==> config.mk <==
export PLATFORM = sky130hd
export DESIGN_NAME = fmc_core
export DESIGN_NICKNAME = d
export VERILOG_FILES = /design/src/rtl/fmc_pkg.sv /design/src/rtl/fmc_core.sv
export SDC_FILE = /design/constraint.sdc
export NUM_CORES = 1
export LEC_CHECK = 0
export BUFFER_PORTS_ARGS = -buffer_cell sky130_fd_sc_hd__clkbuf_2
export CORE_UTILIZATION = 44
export CTS_CLUSTER_SIZE = 8
export DETAILED_ROUTE_END_ITERATION = 16
export MAX_ROUTING_LAYER = met4
export PLACE_DENSITY = 0.74
export REMOVE_ABC_BUFFERS = 1
export SETUP_SLACK_MARGIN = 0.05
export SYNTH_ARGS = -nofsm -noshare
export SYNTH_HDL_FRONTEND = slang
export SYNTH_SLANG_ARGS = --single-unit
==> constraint.sdc <==
create_clock -name clk_sys_i -period 1.6 [get_ports clk_sys_i]
set_input_delay 0.16 -clock clk_sys_i [delete_from_list [all_inputs] [get_ports clk_sys_i]]
set_output_delay 0.16 -clock clk_sys_i [all_outputs]
set_load 0.01 [all_outputs]
==> src/rtl/fmc_pkg.sv <==
// Package for the flag and MCU control operation unit
package fmc_pkg;

   // Status flags register bit positions
   localparam int FLAG_C_POS = 0;
   localparam int FLAG_Z_POS = 1;
   localparam int FLAG_N_POS = 2;
   localparam int FLAG_V_POS = 3;
   localparam int FLAG_S_POS = 4;
   localparam int FLAG_H_POS = 5;
   localparam int FLAG_T_POS = 6;
   localparam int FLAG_I_POS = 7;
   localparam logic [7:0] FLAGS_RESET = 8'h00;

   // Wishbone register byte addresses
   localparam logic [3:0] ADDR_FLAGS  = 4'h0;
   localparam logic [3:0] ADDR_OP     = 4'h4;
   localparam logic [3:0] ADDR_STATUS = 4'h8;
   localparam logic [3:0] ADDR_COUNT  = 4'hC;

   // Operation codes written to the operation register
   localparam logic [3:0] OP_NOP        = 4'h0;
   localparam logic [3:0] OP_SET_V      = 4'h1;
   localparam logic [3:0] OP_CLR_V      = 4'h2;
   localparam logic [3:0] OP_SET_T      = 4'h3;
   localparam logic [3:0] OP_CLR_T      = 4'h4;
   localparam logic [3:0] OP_SET_H      = 4'h5;
   localparam logic [3:0] OP_CLR_H      = 4'h6;
   localparam logic [3:0] OP_SLEEP      = 4'h7;
   localparam logic [3:0] OP_WDOG       = 4'h8;
   localparam logic [3:0] OP_BREAK      = 4'h9;

   // Status register bit positions
   localparam int ST_ILLEGAL_POS = 0;
   localparam int ST_BREAK_POS   = 1;

   // Wishbone request bundle
   typedef struct packed {
      logic        cyc;
      logic        stb;
      logic        we;
      logic [3:0]  adr;
      logic [3:0]  sel;
      logic [31:0] dat;
   } fmc_wb_req_t;

   // Whole module state
   typedef struct packed {
      logic [7:0]  flags;
      logic        ack;
      logic [31:0] rdata;
      logic        sleep_req;
      logic        wdog_restart;
      logic        break_req;
      logic        illegal;
      logic        break_seen;
      logic [15:0] op_count;
   } fmc_state_t;

endpackage : fmc_pkg

==> src/rtl/fmc_core.sv <==
// Flag set/clear and MCU control operation unit with Wishbone slave
//
// Operation
// - Set overflow: V=1, one clock only
// - Clear overflow: V=0, one clock only
// - Set half carry: H=1, one clock
// - Clear half carry: H=0, one clock
// - Sleep and no-op: one clock, flags kept
// - Watchdog restart: one clock, pulse restart
// - Break only when debug enabled, no flags
//
// Our own choices: register access over Wishbone and the register addresses.
module fmc_core
   import fmc_pkg::*;
(
   input  wire logic        clk_sys_i,      // 40 MHz core clock
   input  wire logic        reset_i,        // Sync reset, active high
   input  wire logic        wb_cyc_i,       // Wishbone cycle
   input  wire logic        wb_stb_i,       // Wishbone strobe
   input  wire logic        wb_we_i,        // Wishbone write enable
   input  wire logic [3:0]  wb_adr_i,       // Wishbone byte address
   input  wire logic [3:0]  wb_sel_i,       // Wishbone byte selects
   input  wire logic [31:0] wb_dat_i,       // Wishbone write data
   input  wire logic        debug_enable_i, // On-chip debug present
   output logic [31:0]      wb_dat_o,       // Wishbone read data
   output logic             wb_ack_o,       // Wishbone acknowledge
   output logic [7:0]       flags_o,        // Status flags register
   output logic             sleep_req_o,    // Sleep hand-off pulse
   output logic             wdog_restart_o, // Watchdog restart pulse
   output logic             break_req_o     // Debug break pulse
);

   fmc_state_t  state_reg;
   fmc_state_t  state_next;
   fmc_wb_req_t req;
   logic        access;
   logic        wr_op;
   logic [3:0]  op_code;

   // Write strobe for one register; only byte lane 0 carries fields
   function automatic logic wr_hit(input logic        acc,
                                   input fmc_wb_req_t r,
                                   input logic [3:0]  a);
      wr_hit = acc && r.we && r.sel[0] && (r.adr == a);
   endfunction

   // Bundle the bus request
   assign req = '{cyc: wb_cyc_i, stb: wb_stb_i, we: wb_we_i,
                  adr: wb_adr_i, sel: wb_sel_i, dat: wb_dat_i};

   // New access only when no ack is outstanding, so one ack per request
   assign access  = req.cyc && req.stb && !state_reg.ack;
   assign wr_op   = wr_hit(access, req, ADDR_OP);
   assign op_code = req.dat[3:0];

   // Byte-lane merge for the flags register write
   function automatic logic [7:0] merge_byte(input logic [7:0] old_v,
                                             input logic [7:0] new_v,
                                             input logic       en);
      merge_byte = en ? new_v : old_v;
   endfunction

   // Next-state logic
   always_comb begin
      state_next              = state_reg;
      state_next.ack          = access;
      // Pulses drop by default, so each lasts exactly one cycle
      state_next.sleep_req    = 1'b0;
      state_next.wdog_restart = 1'b0;
      state_next.break_req    = 1'b0;
      if (access && req.we && (req.adr == ADDR_FLAGS)) begin
         state_next.flags = merge_byte(state_reg.flags, req.dat[7:0],
                                       req.sel[0]);
      end
      // Status write-one-to-clear
      if (wr_hit(access, req, ADDR_STATUS)) begin
         if (req.dat[ST_ILLEGAL_POS]) begin
            state_next.illegal = 1'b0;
         end
         if (req.dat[ST_BREAK_POS]) begin
            state_next.break_seen = 1'b0;
         end
      end
      // Execute one operation per write; each touches at most one flag
      if (wr_op) begin
         state_next.op_count = state_reg.op_count + 16'h0001;
         case (op_code)
            OP_NOP: begin
               state_next.flags = state_reg.flags;
            end
            OP_SET_V: state_next.flags[FLAG_V_POS] = 1'b1;
            OP_CLR_V: state_next.flags[FLAG_V_POS] = 1'b0;
            OP_SET_T: state_next.flags[FLAG_T_POS] = 1'b1;
            OP_CLR_T: state_next.flags[FLAG_T_POS] = 1'b0;
            OP_SET_H: state_next.flags[FLAG_H_POS] = 1'b1;
            OP_CLR_H: state_next.flags[FLAG_H_POS] = 1'b0;
            OP_SLEEP: state_next.sleep_req = 1'b1;
            OP_WDOG:  state_next.wdog_restart = 1'b1;
            OP_BREAK: begin
               // Without debug support break is treated as illegal
               if (debug_enable_i) begin
                  state_next.break_req  = 1'b1;
                  state_next.break_seen = 1'b1;
               end else begin
                  state_next.illegal = 1'b1;
               end
            end
            default: state_next.illegal = 1'b1;
         endcase
      end
      // Read mux; unmapped addresses read zero
      state_next.rdata = 32'h0000_0000;
      if (access && !req.we) begin
         case (req.adr)
            ADDR_FLAGS:  state_next.rdata = {24'h00_0000, state_reg.flags};
            ADDR_STATUS: state_next.rdata = {30'h0000_0000,
                                             state_reg.break_seen,
                                             state_reg.illegal};
            ADDR_COUNT:  state_next.rdata = {16'h0000, state_reg.op_count};
            default:     state_next.rdata = 32'h0000_0000;
         endcase
      end
   end

   // State register
   always_ff @(posedge clk_sys_i) begin
      if (reset_i) begin
         state_reg <= '{flags: FLAGS_RESET, ack: 1'b0,
                        rdata: 32'h0000_0000, sleep_req: 1'b0,
                        wdog_restart: 1'b0, break_req: 1'b0,
                        illegal: 1'b0, break_seen: 1'b0,
                        op_count: 16'h0000};
      end else begin
         state_reg <= state_next;
      end
   end

   // Outputs straight from flops; pulses stand in the ack cycle
   assign wb_dat_o       = state_reg.rdata;
   assign wb_ack_o       = state_reg.ack;
   assign flags_o        = state_reg.flags;
   assign sleep_req_o    = state_reg.sleep_req;
   assign wdog_restart_o = state_reg.wdog_restart;
   assign break_req_o    = state_reg.break_req;

   // Mask of flags that an op must leave unchanged
   function automatic logic [7:0] keep_mask(input int pos);
      keep_mask = ~(8'h01 << pos);
   endfunction

   // Checks sample one edge after an op write is taken: that is where
   // software sees the result, in the same cycle as the ack. Each
   // single-flag op is also checked against the other seven flags,
   // since one shared next-state copy makes a stray write easy.

   // Set overflow: V high, every other flag held
   a_set_overflow: assert property (
      @(posedge clk_sys_i) disable iff (reset_i)
      wr_op && op_code == OP_SET_V
      |=> flags_o[FLAG_V_POS] &&
          (flags_o & keep_mask(FLAG_V_POS)) ==
          ($past(flags_o) & keep_mask(FLAG_V_POS)))
      else $error("set overflow wrong");

   // Clear overflow: V low, every other flag held
   a_clear_overflow: assert property (
      @(posedge clk_sys_i) disable iff (reset_i)
      wr_op && op_code == OP_CLR_V
      |=> !flags_o[FLAG_V_POS] &&
          (flags_o & keep_mask(FLAG_V_POS)) ==
          ($past(flags_o) & keep_mask(FLAG_V_POS)))
      else $error("clear overflow wrong");

   // Set half carry: H high, every other flag held
   a_set_half: assert property (
      @(posedge clk_sys_i) disable iff (reset_i)
      wr_op && op_code == OP_SET_H
      |=> flags_o[FLAG_H_POS] &&
          (flags_o & keep_mask(FLAG_H_POS)) ==
          ($past(flags_o) & keep_mask(FLAG_H_POS)))
      else $error("set half carry wrong");

   // Clear half carry: H low, every other flag held
   a_clear_half: assert property (
      @(posedge clk_sys_i) disable iff (reset_i)
      wr_op && op_code == OP_CLR_H
      |=> !flags_o[FLAG_H_POS] &&
          (flags_o & keep_mask(FLAG_H_POS)) ==
          ($past(flags_o) & keep_mask(FLAG_H_POS)))
      else $error("clear half carry wrong");

   // Transfer bit follows the op, every other flag held
   a_t_flag: assert property (
      @(posedge clk_sys_i) disable iff (reset_i)
      wr_op && (op_code == OP_SET_T || op_code == OP_CLR_T)
      |=> flags_o[FLAG_T_POS] == ($past(op_code) == OP_SET_T) &&
          (flags_o & keep_mask(FLAG_T_POS)) ==
          ($past(flags_o) & keep_mask(FLAG_T_POS)))
      else $error("T flag op wrong");

   // No-op: flags hold, no pulse leaves the unit
   a_nop_quiet: assert property (
      @(posedge clk_sys_i) disable iff (reset_i)
      wr_op && op_code == OP_NOP
      |=> $stable(flags_o) && !sleep_req_o && !wdog_restart_o &&
          !break_req_o)
      else $error("no-op changed state");

   // Sleep hand-off is a single pulse; flags untouched
   a_sleep_pulse: assert property (
      @(posedge clk_sys_i) disable iff (reset_i)
      wr_op && op_code == OP_SLEEP
      |=> sleep_req_o && $stable(flags_o) ##1 !sleep_req_o)
      else $error("sleep pulse wrong");

   // Watchdog op gives exactly one restart pulse; flags untouched
   a_wdog_issue: assert property (
      @(posedge clk_sys_i) disable iff (reset_i)
      wr_op && op_code == OP_WDOG
      |=> wdog_restart_o && $stable(flags_o) ##1 !wdog_restart_o)
      else $error("watchdog restart missing");

   // A restart pulse never appears without its op
   a_wdog_pulse: assert property (
      @(posedge clk_sys_i) disable iff (reset_i)
      wdog_restart_o
      |-> $past(wr_op) && $past(op_code) == OP_WDOG && $stable(flags_o))
      else $error("watchdog restart wrong");

   // Break only leaves the unit when debug support was present
   a_break_gate: assert property (
      @(posedge clk_sys_i) disable iff (reset_i)
      break_req_o
      |-> $past(debug_enable_i) && $past(wr_op) &&
          $past(op_code) == OP_BREAK && $stable(flags_o))
      else $error("break without debug");

   // Without debug support the break is refused: no pulse, flags
   // kept, and the illegal status bit tells software why
   a_break_blocked: assert property (
      @(posedge clk_sys_i) disable iff (reset_i)
      wr_op && op_code == OP_BREAK && !debug_enable_i
      |=> !break_req_o && $stable(flags_o) && state_reg.illegal)
      else $error("break passed without debug");

   // Codes above break are refused the same way; a future op code
   // written by newer software must not disturb the flags
   a_illegal_code: assert property (
      @(posedge clk_sys_i) disable iff (reset_i)
      wr_op && op_code > OP_BREAK
      |=> state_reg.illegal && $stable(flags_o) &&
          !sleep_req_o && !wdog_restart_o && !break_req_o)
      else $error("unknown op code accepted");

   // Op counter steps once per op write and wraps; it is how software
   // confirms that a write reached the decoder
   a_count_step: assert property (
      @(posedge clk_sys_i) disable iff (reset_i)
      wr_op
      |=> state_reg.op_count == $past(state_reg.op_count) + 16'h0001)
      else $error("op count step wrong");

   // Flags write with byte lane 0 off is dropped
   a_flags_lane: assert property (
      @(posedge clk_sys_i) disable iff (reset_i)
      access && wb_we_i && wb_adr_i == ADDR_FLAGS && !wb_sel_i[0]
      |=> $stable(flags_o))
      else $error("flags write without lane");

   // Write one to clear the illegal flag; no op can coincide with it
   a_status_clear: assert property (
      @(posedge clk_sys_i) disable iff (reset_i)
      wr_hit(access, req, ADDR_STATUS) && req.dat[ST_ILLEGAL_POS]
      |=> !state_reg.illegal)
      else $error("illegal flag not cleared");

   // Bus answers one edge after a request is taken; a master that
   // counts on this fixed latency still works if it waits for ack
   a_ack_answer: assert property (
      @(posedge clk_sys_i) disable iff (reset_i)
      access |=> wb_ack_o)
      else $error("ack latency wrong");

   // One ack per request, never a held ack
   a_ack_single: assert property (
      @(posedge clk_sys_i) disable iff (reset_i)
      wb_ack_o |=> !wb_ack_o)
      else $error("ack longer than one cycle");

   // Read data is zero outside the ack cycle, so a shared read bus
   // can be OR-ed without a separate select
   a_read_idle: assert property (
      @(posedge clk_sys_i) disable iff (reset_i)
      !wb_ack_o |-> wb_dat_o == 32'h0000_0000)
      else $error("read data outside ack");

   // Pulses only come with the ack of the op write that made them;
   // the sleep, watchdog and debug units rely on that one cycle
   a_pulse_ack: assert property (
      @(posedge clk_sys_i) disable iff (reset_i)
      sleep_req_o || wdog_restart_o || break_req_o
      |-> wb_ack_o)
      else $error("pulse without ack");

   // Main scenarios; back-to-back is the fastest that a classic
   // master reaches, two idle cycles between requests
   c_sleep: cover property (@(posedge clk_sys_i) sleep_req_o);
   c_wdog: cover property (@(posedge clk_sys_i) wdog_restart_o);
   c_break: cover property (@(posedge clk_sys_i) break_req_o);
   c_back2back: cover property (@(posedge clk_sys_i) wr_op ##3 wr_op);

endmodule // fmc_core

**After elaboration in Yosys (flattened, before gate mapping)**

Index checks and enable logic that the tools add are counted.

- Multiplexer cells: 21
- Add/subtract/negate cells: 1
- Reduce and logical (&&, ||, !) cells: 16
- Bitwise logic cells: 3
- Equality and inequality tests: 13

Operators with widths:

| kind | number |
|---|---|
| 16-bit case mux with 3 select lines | 1 |
| 8-bit two-way mux | 3 |
| 4-bit by 3-bit equality test with 1-bit output (second input constant) | 5 |
| 18-bit two-way mux | 1 |
| 16-bit by 1-bit adder with 16-bit output (second input constant) | 1 |
| 4-bit equality test (second input constant) | 4 |
| 1-bit two-way mux | 10 |
| 1-bit case mux with 3 select lines | 3 |
| 9-bit OR reduction | 1 |
| 4-bit by 2-bit equality test with 1-bit output (second input constant) | 2 |
| 1-bit logical AND | 8 |
| 4-bit logical NOT | 2 |
| 4-bit by 1-bit equality test with 1-bit output (second input constant) | 1 |
| 2-bit OR reduction | 2 |
| 3-bit two-way mux | 1 |
| 1-bit inverter | 3 |
| 3-bit OR reduction | 1 |
| 1-bit logical NOT | 2 |
| 2-bit two-way mux | 1 |
| 2-bit inequality test (second input constant) | 1 |
| 1-bit case mux with 2 select lines | 1 |

- Input port bits: 46
- Register bits: 62

**Logic depth before layout (Yosys ltp)**

Gate-level depths: netlist of the first run.

- Depth in word-level cells: 9
- Gate-level depth with buffers: 6
- Gate-level depth less buffers: 4

**Worst setup path before layout of the first run**

OpenSTA, ideal clock, no wires.

- Path type: register to register
- Start: reg state_reg (netlist bit wb_ack_o)
- End: reg state_reg (netlist bit flags_o[6])
- Arrival: 1547 ps
- Path buffers: 1
- Path slack: -21 ps
- Period minus slack after synthesis: 1621 ps
- Cell stages (with the launch flop): 6
- Setup time: 74 ps
- Data required time: 1526 ps
- Cell sequence: dfxtp_1 > and3b_1 > clkbuf_1 > nand3_1 > or3_1 > a31oi_1

- Longest elaborated chain between the ends: 7
- Elaborated cells between the ends (all ways): 10
- Classes of those cells: eq/ne: 1; mux: 3; reduce/logical: 6

Ends and longest elaborated chain:

| what | line | RTL |
|---|---|---|
| from (decl) | fmc_core.sv:33 | `fmc_state_t state_reg;` |
| from (signal assigned) | fmc_core.sv:128 | `state_reg <= '{flags: FLAGS_RESET, ack: 1'b0,` |
| from (signal assigned) | fmc_core.sv:134 | `state_reg <= state_next;` |
| 1-bit logical NOT * | fmc_core.sv:52 | `assign access = req.cyc && req.stb && !state_reg.ack;` |
| 1-bit logical AND * | fmc_core.sv:52 |  |
| 1-bit logical AND * | fmc_core.sv:44, fmc_core.sv:71 |  |
| 1-bit logical AND | fmc_core.sv:71 | `if (access && req.we && (req.adr == ADDR_FLAGS)) begin` |
| 8-bit two-way mux | fmc_core.sv:71 |  |
| 1-bit case mux with 3 select lines | fmc_core.sv:87 | `case (op_code)` |
| 8-bit two-way mux | fmc_core.sv:85 | `if (wr_op) begin` |

Mark *: on every way between the ends. The rest lies on a longest branch, timed or not.
A chain may end at the register's enable or synchronous reset.

**Final worst setup path of the first run**

- Start: reg state_reg (netlist bit wb_ack_o)
- End: reg state_reg[15] (netlist bit)

- Longest elaborated chain between the ends: 5

Ends and longest elaborated chain:

| what | line | RTL |
|---|---|---|
| 1-bit logical NOT | fmc_core.sv:52 |  |
| 1-bit logical AND | fmc_core.sv:52 |  |
| 1-bit logical AND (3 in series) | fmc_core.sv:44 | `wr_hit = acc && r.we && r.sel[0] && (r.adr == a);` |

No other way between the ends.

==> results of run 1 <==
[cell type report]
| cell class | count | area, um^2 |
|---|---|---|
| Sequential cell | 46 | 923 |
| Inverter | 3 | 11.3 |
| Tap cell | 70 | 87.6 |
| Clock buffer | 7 | 86.3 |
| Multi-Input combinational cell | 174 | 1180 |
| Clock inverter | 1 | 5.00 |
| Fill cell | 466 | 2360 |
| Timing Repair Buffer | 75 | 452 |
[worst max-delay path: cells and delay by family, from the launching register on]
kind / cells / cell delay [ns]
and+or+nand+nor: 3 / 0.78
DFF: 1 / 0.33
muxes: 1 / 0.35
[report_power, final]
group | switching [W] | total [W] | internal [W]
clock network | 0.000367 | 0.000715 | 0.000349
registers | 0.00000115 | 0.00115 | 0.00115
logic | 0.0000967 | 0.000153 | 0.0000566
total | 0.000465 | 0.00202 | 0.00155
[stage by stage]
stage / area (um^2) / power (W)
3_3_place_gp: 2560 / 0.00131
5_1_grt: 2750 / 0.00210
4_1_cts: 2700 / 0.00204
6_report: 2750 / 0.00202
2_1_floorplan: 2030 / 0.00123
3_5_place_dp: 2560 / 0.00132
[layer usage]
metal,vias up,track usage,share of wire
met3,8,0.0442,0.055
met5,-,-,0
met1,899,0.235,0.43
met4,0,0.0818,0.017
li1,980,-,-
met2,69,0.321,0.49
[placed cells by master (no fill, tap or decap), types with 7 or more instances in the layout]
cell      synthesis  routed
clkbuf_2          0      46
dfxtp_1          46      44
buf_4            40      28
nor2_1           20      20
conb_1            1      16
nand2_1          13      13
a21oi_1          12      12
and2_1           10      10
a22oi_1           9       9
o31ai_1           7       7
[what timing repair did]
item                       4_1_cts  5_1_grt
setup buffers                    1        0
resized for setup                6       12
gates cloned                     1        0
pin swaps                        3        2
setup endpoints to repair       17       33
[path summary, 6_finish.rpt]
| kind | start | endpoint | slack, ns | depth (start not counted) |
|---|---|---|---|---|
| max | wb_ack_o$_SDFF_PP0_ | state_reg[15]$_SDFFE_PP0N_ | 0.008 | 4 |
| min | wb_dat_i[4] | flags_o[4]$_SDFFE_PP0P_ | 0.1 | 3 |
| max reg2reg | wb_ack_o$_SDFF_PP0_ | state_reg[15]$_SDFFE_PP0N_ | 0.008 | 4 |
| min reg2reg | state_reg[17]$_SDFF_PP0_ | state_reg[17]$_SDFF_PP0_ | 0.46 | 2 |
[logic make-up after synthesis]
| group | count (synthesis) | share of synthesized area |
|---|---|---|
| buffers and inverters | 59 | 0.163 |
| muxes | 10 | 0.0454 |
| xor gates and xnor gates | 1 | 0.00374 |
| other | 1 | 0.00160 |
| AOI/OAI and AO/OA | 46 | 0.135 |
| DFF | 46 | 0.393 |
| and+or+nand+nor | 99 | 0.253 |
| adders and majority gates | 1 | 0.00534 |
==> metrics.csv, run 1 <==
metric;value;unit
status;finished clean;
cp_slowest_cell;mux2_2;
gp_congestion;0.936;
final_nets;352;
row_count;26;
period_share;0.995;
cts_hold_buf;0;
synth_warnings;0;
drtIter0Drc;113;
cp-start-kind;register;
setup_tns;0;ns
hold_viol;0;
hold_slack;0.0967;ns
skew;0.00956;ns
leakagePower;1.10;nW
cpPeakStageDelay;0.35;ns
synth_top_area_share;0.393;
initial_core_util;0.459;
final_layout_size_suffix_gt1_frac;0.346;
numCtsBuffers;5;
clk_latency;0.30;ns
grt_usage;0.197;
largest_reg_flops;18;
finalWorstSetupSlack;0.00838;ns
num_vias;1956;
ys_seq_area_frac;0.393;
avgSynthCellArea;8.91;um^2
ys_seq_elements;46;
totalWireLength;4.90;mm
die_x;75.0;um
cp_max_fo;7;
yosys-top-cells-count;dfxtp_1, buf_4, nor2_1;
rsz0062_at_grt;true;
die_h;75.0;um
timing.final.max_slew_violations;0;
grt_pass1_vias;1761;
cts-root-buf;clkbuf_8;
cts-htree-levels;2;
ys.flop_type;dfxtp_1;
yosysMostFrequentCell;dfxtp_1;
clock.fmax;0.628;GHz
power_density;734;nW/um^2
ys_types;43;
ir_drop;0.315;mV
drcViolationCount;0;
vias_per_cell;5.20;
syn_to_final_growth;17.3;%
min_path_type;input port to register;
path_class;register to register;
syn_inst;263;
hpwl;3.48;mm
grt_overflow;0;
clkTransAtPathRegs;0.08;ns
required;1.78;ns
setup-violations-final;0;
finalNonFillerCells;376;
ant_nets;0;
pin_count;90;
place_ws;-0.171;ns
grt_max_degree;24;
antenna_found_initial;0;
core;5110;um^2
worstPathCellList;and3b_2, nand4_4, nor4_2, mux2_2;
syn-cell-area;2340;um^2
grt_pass1_wl;8.07;mm
dr.pass1.iters;4;
yosysTopAreaCell;dfxtp_1;
diodes;0;
dp.cells;366;
cts.sinks;46;
synth_area_leaders;dfxtp_1, buf_4, nor2_1, a22oi_1, and2_1;
period_minus_slack;1.59;ns
crit_arrival;1.78;ns
wire_per_inst;13.0;um
cts_tree;yes;
final_util;0.538;
die_area;5620;um^2
synth_edf_count;0;
drv_cap;0;
io_buffers;46;
async_flop_share;0;
end_kind;register;
cts_buffer_depth;2;
No activity file was read; power rests on OpenSTA's default activity.
==> inputs of run 2 (changes only) <==
Settings changed: PLACE_DENSITY 0.74 to 0.76.
==> metrics.csv, run 2 (synthesis gave the netlist of run 1 again) <==
metric;value;unit;change
ir_drop;0.530;mV;was 0.315 mV
cts_hold_buf;0;;unchanged
setup-violations-final;2;;was 0
clkTransAtPathRegs;0.09;ns;was 0.08 ns
drtIter0Drc;139;;was 113
gp_congestion;0.934;;was 0.936
use_met1;0.236;;was 0.235
end_kind;register;;unchanged
die_x;75.0;um;unchanged
cp-start-kind;register;;unchanged
drv_cap;0;;unchanged
grt_pass1_vias;1770;;was 1761
final_layout_size_suffix_gt1_frac;0.392;;was 0.346
cp_max_fo;7;;unchanged
num_vias;2022;;was 1956
crit_arrival;1.81;ns;was 1.78 ns
hpwl;3.66;mm;was 3.48 mm
rsz0062_at_grt;true;;unchanged
cts-root-buf;clkbuf_8;;unchanged
skew;0.00665;ns;was 0.00956 ns
clock.fmax;0.624;GHz;was 0.628 GHz
violations;negative setup slack;;
path_class;register to register;;unchanged
syn_to_final_growth;22.2;%;was 17.3%
wire_per_inst;13.8;um;was 13.0 um
cts.sinks;46;;unchanged
clk_latency;0.31;ns;was 0.30 ns
top_usage_layer;met2;;unchanged
die_area;5620;um^2;unchanged
die_h;75.0;um;unchanged
numCtsBuffers;5;;unchanged
mostFrequentLayoutCell;clkbuf_2;;unchanged
drcViolationCount;0;;unchanged
power_density;762;nW/um^2;was 734 nW/um^2
row_count;26;;unchanged
status;finished with violations;;was finished clean
place_area;2580;um^2;was 2560 um^2
slew-limit-headroom;0.607;;
r2r_setup_slack;-0.004;ns;was 0.008 ns
core;5110;um^2;unchanged
final_nets;357;;was 352
finalNonFillerCells;381;;was 376
worstMarginPinSlew;0.588;ns;
ant_nets;0;;unchanged
grt_overflow;0;;unchanged
dr.pass1.iters;4;;unchanged
vias_per_cell;5.31;;was 5.20
totalWireLength;5.25;mm;was 4.90 mm
initial_core_util;0.459;;unchanged
cts_tree;yes;;unchanged
grt_max_degree;20;;was 24
leakagePower;1.12;nW;was 1.10 nW
min_path_type;input port to register;;unchanged
timing.final.max_slew_violations;0;;unchanged
required;1.80;ns;was 1.78 ns
grt_usage;0.198;;was 0.197
finalWorstSetupSlack;-0.00376;ns;was 0.00838 ns
final_area;2860;um^2;was 2750 um^2
largest_reg_flops;18;;unchanged
dp.cells;369;;was 366
io_buffers;46;;unchanged
cts_buffer_depth;2;;unchanged
hold_viol;0;;unchanged
use_met3;0.0402;;was 0.0442
grt_pass1_wl;8.13;mm;was 8.07 mm
cts-htree-levels;2;;unchanged
gr-usage-met2;0.325;;was 0.321
period_minus_slack;1.60;ns;was 1.59 ns
layout_common_cells;clkbuf_2, dfxtp_1, buf_4, nor2_1, conb_1;;unchanged
diodes;0;;unchanged
antenna_found_initial;0;;unchanged
period_share;1.00;;was 0.995
pin_count;90;;unchanged
-- run 2: worst paths after layout --
path | from | endpoint | cells past startpoint
setup / recovery | wb_ack_o$_SDFF_PP0_ | state_reg[13]$_SDFFE_PP0N_ | 4
hold / removal | wb_dat_i[7] | flags_o[7]$_SDFFE_PP0P_ | 3
setup reg to reg | wb_ack_o$_SDFF_PP0_ | state_reg[13]$_SDFFE_PP0N_ | 4
hold reg to reg | state_reg[15]$_SDFFE_PP0N_ | wb_dat_o[15]$_SDFF_PP0_ | 1
-- run 2: final cells by class --
| cell class | instances | area [um^2] |
|---|---|---|
| Fill cell | 461 | 2240 |
| Multi-Input combinational cell | 174 | 1220 |
| Sequential cell | 46 | 926 |
| Timing Repair Buffer | 80 | 497 |
| Tap cell | 70 | 87.6 |
| Clock buffer | 5 | 68.8 |
| Clock inverter | 3 | 45.0 |
| Inverter | 3 | 15.0 |
-- run 2: stage by stage --
| step | setup TNS (ns) | worst slack [ns] | power (W) | hold slack [ns] | util |
|---|---|---|---|---|---|
| final | -0.00666 | -0.00376 | 0.00218 | 0.0912 | 0.561 |
| after global routing | -0.320 | -0.0615 | 0.00226 | 0.0910 | 0.561 |
| after CTS | 0 | 0.0251 | 0.00219 | 0.0798 | 0.537 |
| after detailed placement | -1.12 | -0.129 | 0.00132 | 0.410 | 0.506 |
| after global placement | -0.790 | -0.127 | 0.00132 | 0.400 | 0.506 |
| after floorplan | -6.97 | -0.561 | 0.00123 | 0.229 | - |
-- run 2: power breakdown --
part,switching (W),internal [W]
Sequential,0.00000102,0.00115
Combinational,0.0000993,0.0000583
Clock,0.000413,0.000465
-- run 2: routing by layer --
metal	part of all wire	vias to the layer above
li1	-	989
met1	0.42	953
met2	0.50	70
met3	0.058	10
met4	0.021	0
met5	0	-
-- run 2: worst max-delay path, cell delays in order, from the launching register on --
cell and delay (ns):
dfxtp_2 0.33, and3b_2 0.30, nand4_4 0.20, nor4_2 0.32, mux2_2 0.36
-- run 2: what timing repair did --
action | in CTS | in global routing
buffers inserted | 1 | 2
pin swaps | 1 | 7
setup endpoints to repair | 14 | 34
gates resized for setup | 7 | 26
gates cloned | 1 | 0
==> inputs of run 3 (changes only) <==
Settings changed: MAX_ROUTING_LAYER met4 to default.
==> metrics.csv, run 3 (synthesis gave the netlist of run 1 again) <==
metric;value;unit;change
status;finished with violations;;unchanged
violations;negative setup slack;;unchanged
required;1.85;ns;was 1.80 ns
timing.rr.end;state_reg[4]$_SDFFE_PP0N_;;was state_reg[13]$_SDFFE_PP0N_
crit_arrival;1.87;ns;was 1.81 ns
largest_reg_flops;18;;unchanged
timing.final.max_slew_violations;0;;unchanged
seqPwrFrac;0.525;;about the same
swShare;0.237;;was 0.235
cp_slowest_cell;or4_4;;was mux2_2
initial_core_util;0.459;;unchanged
slew-limit-headroom;0.606;;was 0.607
vias_per_cell;5.29;;was 5.31
rsz0062_at_grt;true;;unchanged
drtIter0Drc;145;;was 139
cp-start-kind;register;;unchanged
setup-violations-final;4;;was 2
antenna_found_initial;0;;unchanged
place_area;2580;um^2;unchanged
min_to;flags_o[7]$_SDFFE_PP0P_;;unchanged
die_x;75.0;um;unchanged
internal-power;0.00167;W;about the same
setup_tns;-0.0835;ns;was -0.00666 ns
ir_drop;0.533;mV;was 0.530 mV
place_ws;-0.129;ns;unchanged
die_h;75.0;um;unchanged
row_count;26;;unchanged
clock.fmax;0.615;GHz;was 0.624 GHz
drcViolationCount;0;;unchanged
final_util;0.562;;was 0.561
power_frac_clock;0.403;;was 0.402
r2r-start;wb_ack_o$_SDFF_PP0_;;unchanged
power_density;761;nW/um^2;was 762 nW/um^2
diodes;0;;unchanged
grt_pass1_vias;1761;;was 1770
hold_viol;0;;unchanged
cts_hold_buf;0;;unchanged
gp_congestion;0.918;;was 0.934
path_class;register to register;;unchanged
cts_tree;yes;;unchanged
finalWorstSetupSlack;-0.0255;ns;was -0.00376 ns
min_path_type;input port to register;;unchanged
grt_max_degree;20;;unchanged
pin_count;90;;unchanged
ant_nets;0;;unchanged
grt_overflow;0;;unchanged
leakagePower;1.13;nW;was 1.12 nW
hpwl;3.66;mm;unchanged
min_from;wb_dat_i[7];;unchanged
period_minus_slack;1.63;ns;was 1.60 ns
wire_per_inst;13.9;um;was 13.8 um
grt_usage;0.193;;was 0.198
clk_latency;0.31;ns;about the same
end_kind;register;;unchanged
dr.pass1.iters;5;;was 4
layout_common_cells;clkbuf_2, dfxtp_1, buf_4, nor2_1, conb_1;;unchanged
cts.sinks;46;;unchanged
cp_max_fo;7;;unchanged
r2r_cells;5;;was 4
r2r_setup_slack;-0.03;ns;was -0.004 ns
cts-htree-levels;2;;unchanged
cts_buffer_depth;2;;unchanged
totalWireLength;5.32;mm;was 5.25 mm
grt_pass1_wl;8.16;mm;was 8.13 mm
die_area;5620;um^2;unchanged
period_share;1.02;;was 1.00
drv_cap;0;;unchanged
io_buffers;46;;unchanged
num_vias;2022;;unchanged
core;5110;um^2;unchanged
clkTransAtPathRegs;0.09;ns;about the same
numCtsBuffers;5;;unchanged
cts-root-buf;clkbuf_8;;unchanged
worstMarginPinSlew;0.589;ns;was 0.588 ns
syn_to_final_growth;22.5;%;was 22.2%
mostFrequentLayoutCell;clkbuf_2;;unchanged
final_layout_size_suffix_gt1_frac;0.391;;was 0.392
final_area;2870;um^2;was 2860 um^2
cpPeakStageDelay;0.41;ns;was 0.36 ns
worstPathCellList;and3b_2, nand4_4, buf_6, or4_4, a21oi_2;;was and3b_2, nand4_4, nor4_2, mux2_2
switchingPower;0.000518;W;was 0.000513 W
skew;0.00476;ns;was 0.00665 ns
final_nets;358;;was 357
holdPathStages;3;;unchanged
p_comb_frac;0.072;;about the same
-- run 3: worst max-delay path by stage --
stage                   startpoint                         end  slack [ns]  depth (start not counted)
3_5_place_dp           wb_adr_i[1]   state_reg[8]$_SDFFE_PP0N_       -0.13                          6
2_1_floorplan          wb_adr_i[1]     flags_o[3]$_SDFFE_PP0N_       -0.56                          4
3_3_place_gp           wb_adr_i[1]  state_reg[15]$_SDFFE_PP0N_       -0.13                          5
5_1_grt        wb_ack_o$_SDFF_PP0_   state_reg[4]$_SDFFE_PP0N_       -0.05                          5
4_1_cts        wb_ack_o$_SDFF_PP0_   state_reg[4]$_SDFFE_PP0N_        0.03                          5
6_report       wb_ack_o$_SDFF_PP0_   state_reg[4]$_SDFFE_PP0N_       -0.03                          5
-- run 3: worst max-delay path: cells and delay by family (launching register included) --
| family | cells | cell delay, ns |
|---|---|---|
| DFF | 1 | 0.33 |
| and+or+nand+nor | 3 | 0.91 |
| buffers and inverters | 1 | 0.20 |
| AOI/OAI and AO/OA | 1 | 0.12 |
-- run 3: layer usage --
metal	up-vias	share of wire	track usage
met5	-	0	0
li1	991	-	-
met4	0	0.017	0.0818
met3	8	0.060	0.0415
met2	77	0.50	0.320
met1	946	0.42	0.242
-- run 3: power groups by stage --
stage | clock network (W) | logic (W) | registers [W]
6_report | 0.000882 | 0.000157 | 0.00115
4_1_cts | 0.000896 | 0.000149 | 0.00115
2_1_floorplan | 0 | 0.0000567 | 0.00117
3_3_place_gp | 0 | 0.000142 | 0.00117
5_1_grt | 0.000949 | 0.000172 | 0.00115
3_5_place_dp | 0 | 0.000145 | 0.00117
-- run 3: cell type report --
type,count,area (um^2)
Clock buffer,5,68.8
Clock inverter,3,45.0
Fill cell,466,2240
Inverter,3,15.0
Multi-Input combinational cell,174,1230
Sequential cell,46,925
Tap cell,70,87.6
Timing Repair Buffer,81,498
-- run 3: through the flow --
| stage | hold WS [ns] | cells | total power (W) |
|---|---|---|---|
| final | 0.0896 | 382 | 0.00219 |
| after global routing | 0.0910 | 382 | 0.00227 |
| after CTS | 0.0798 | 379 | 0.00219 |
| after detailed placement | 0.410 | 369 | 0.00132 |
| after global placement | 0.400 | 369 | 0.00132 |
| after floorplan | 0.229 | 222 | 0.00123 |
-- run 3: what timing repair did --
action	in CTS	in global routing
pin swaps	1	8
cloned	1	0
buffers inserted	1	3
setup endpoints to repair	14	35
endpoints found under the hold margin	0	0
resized for setup	7	22
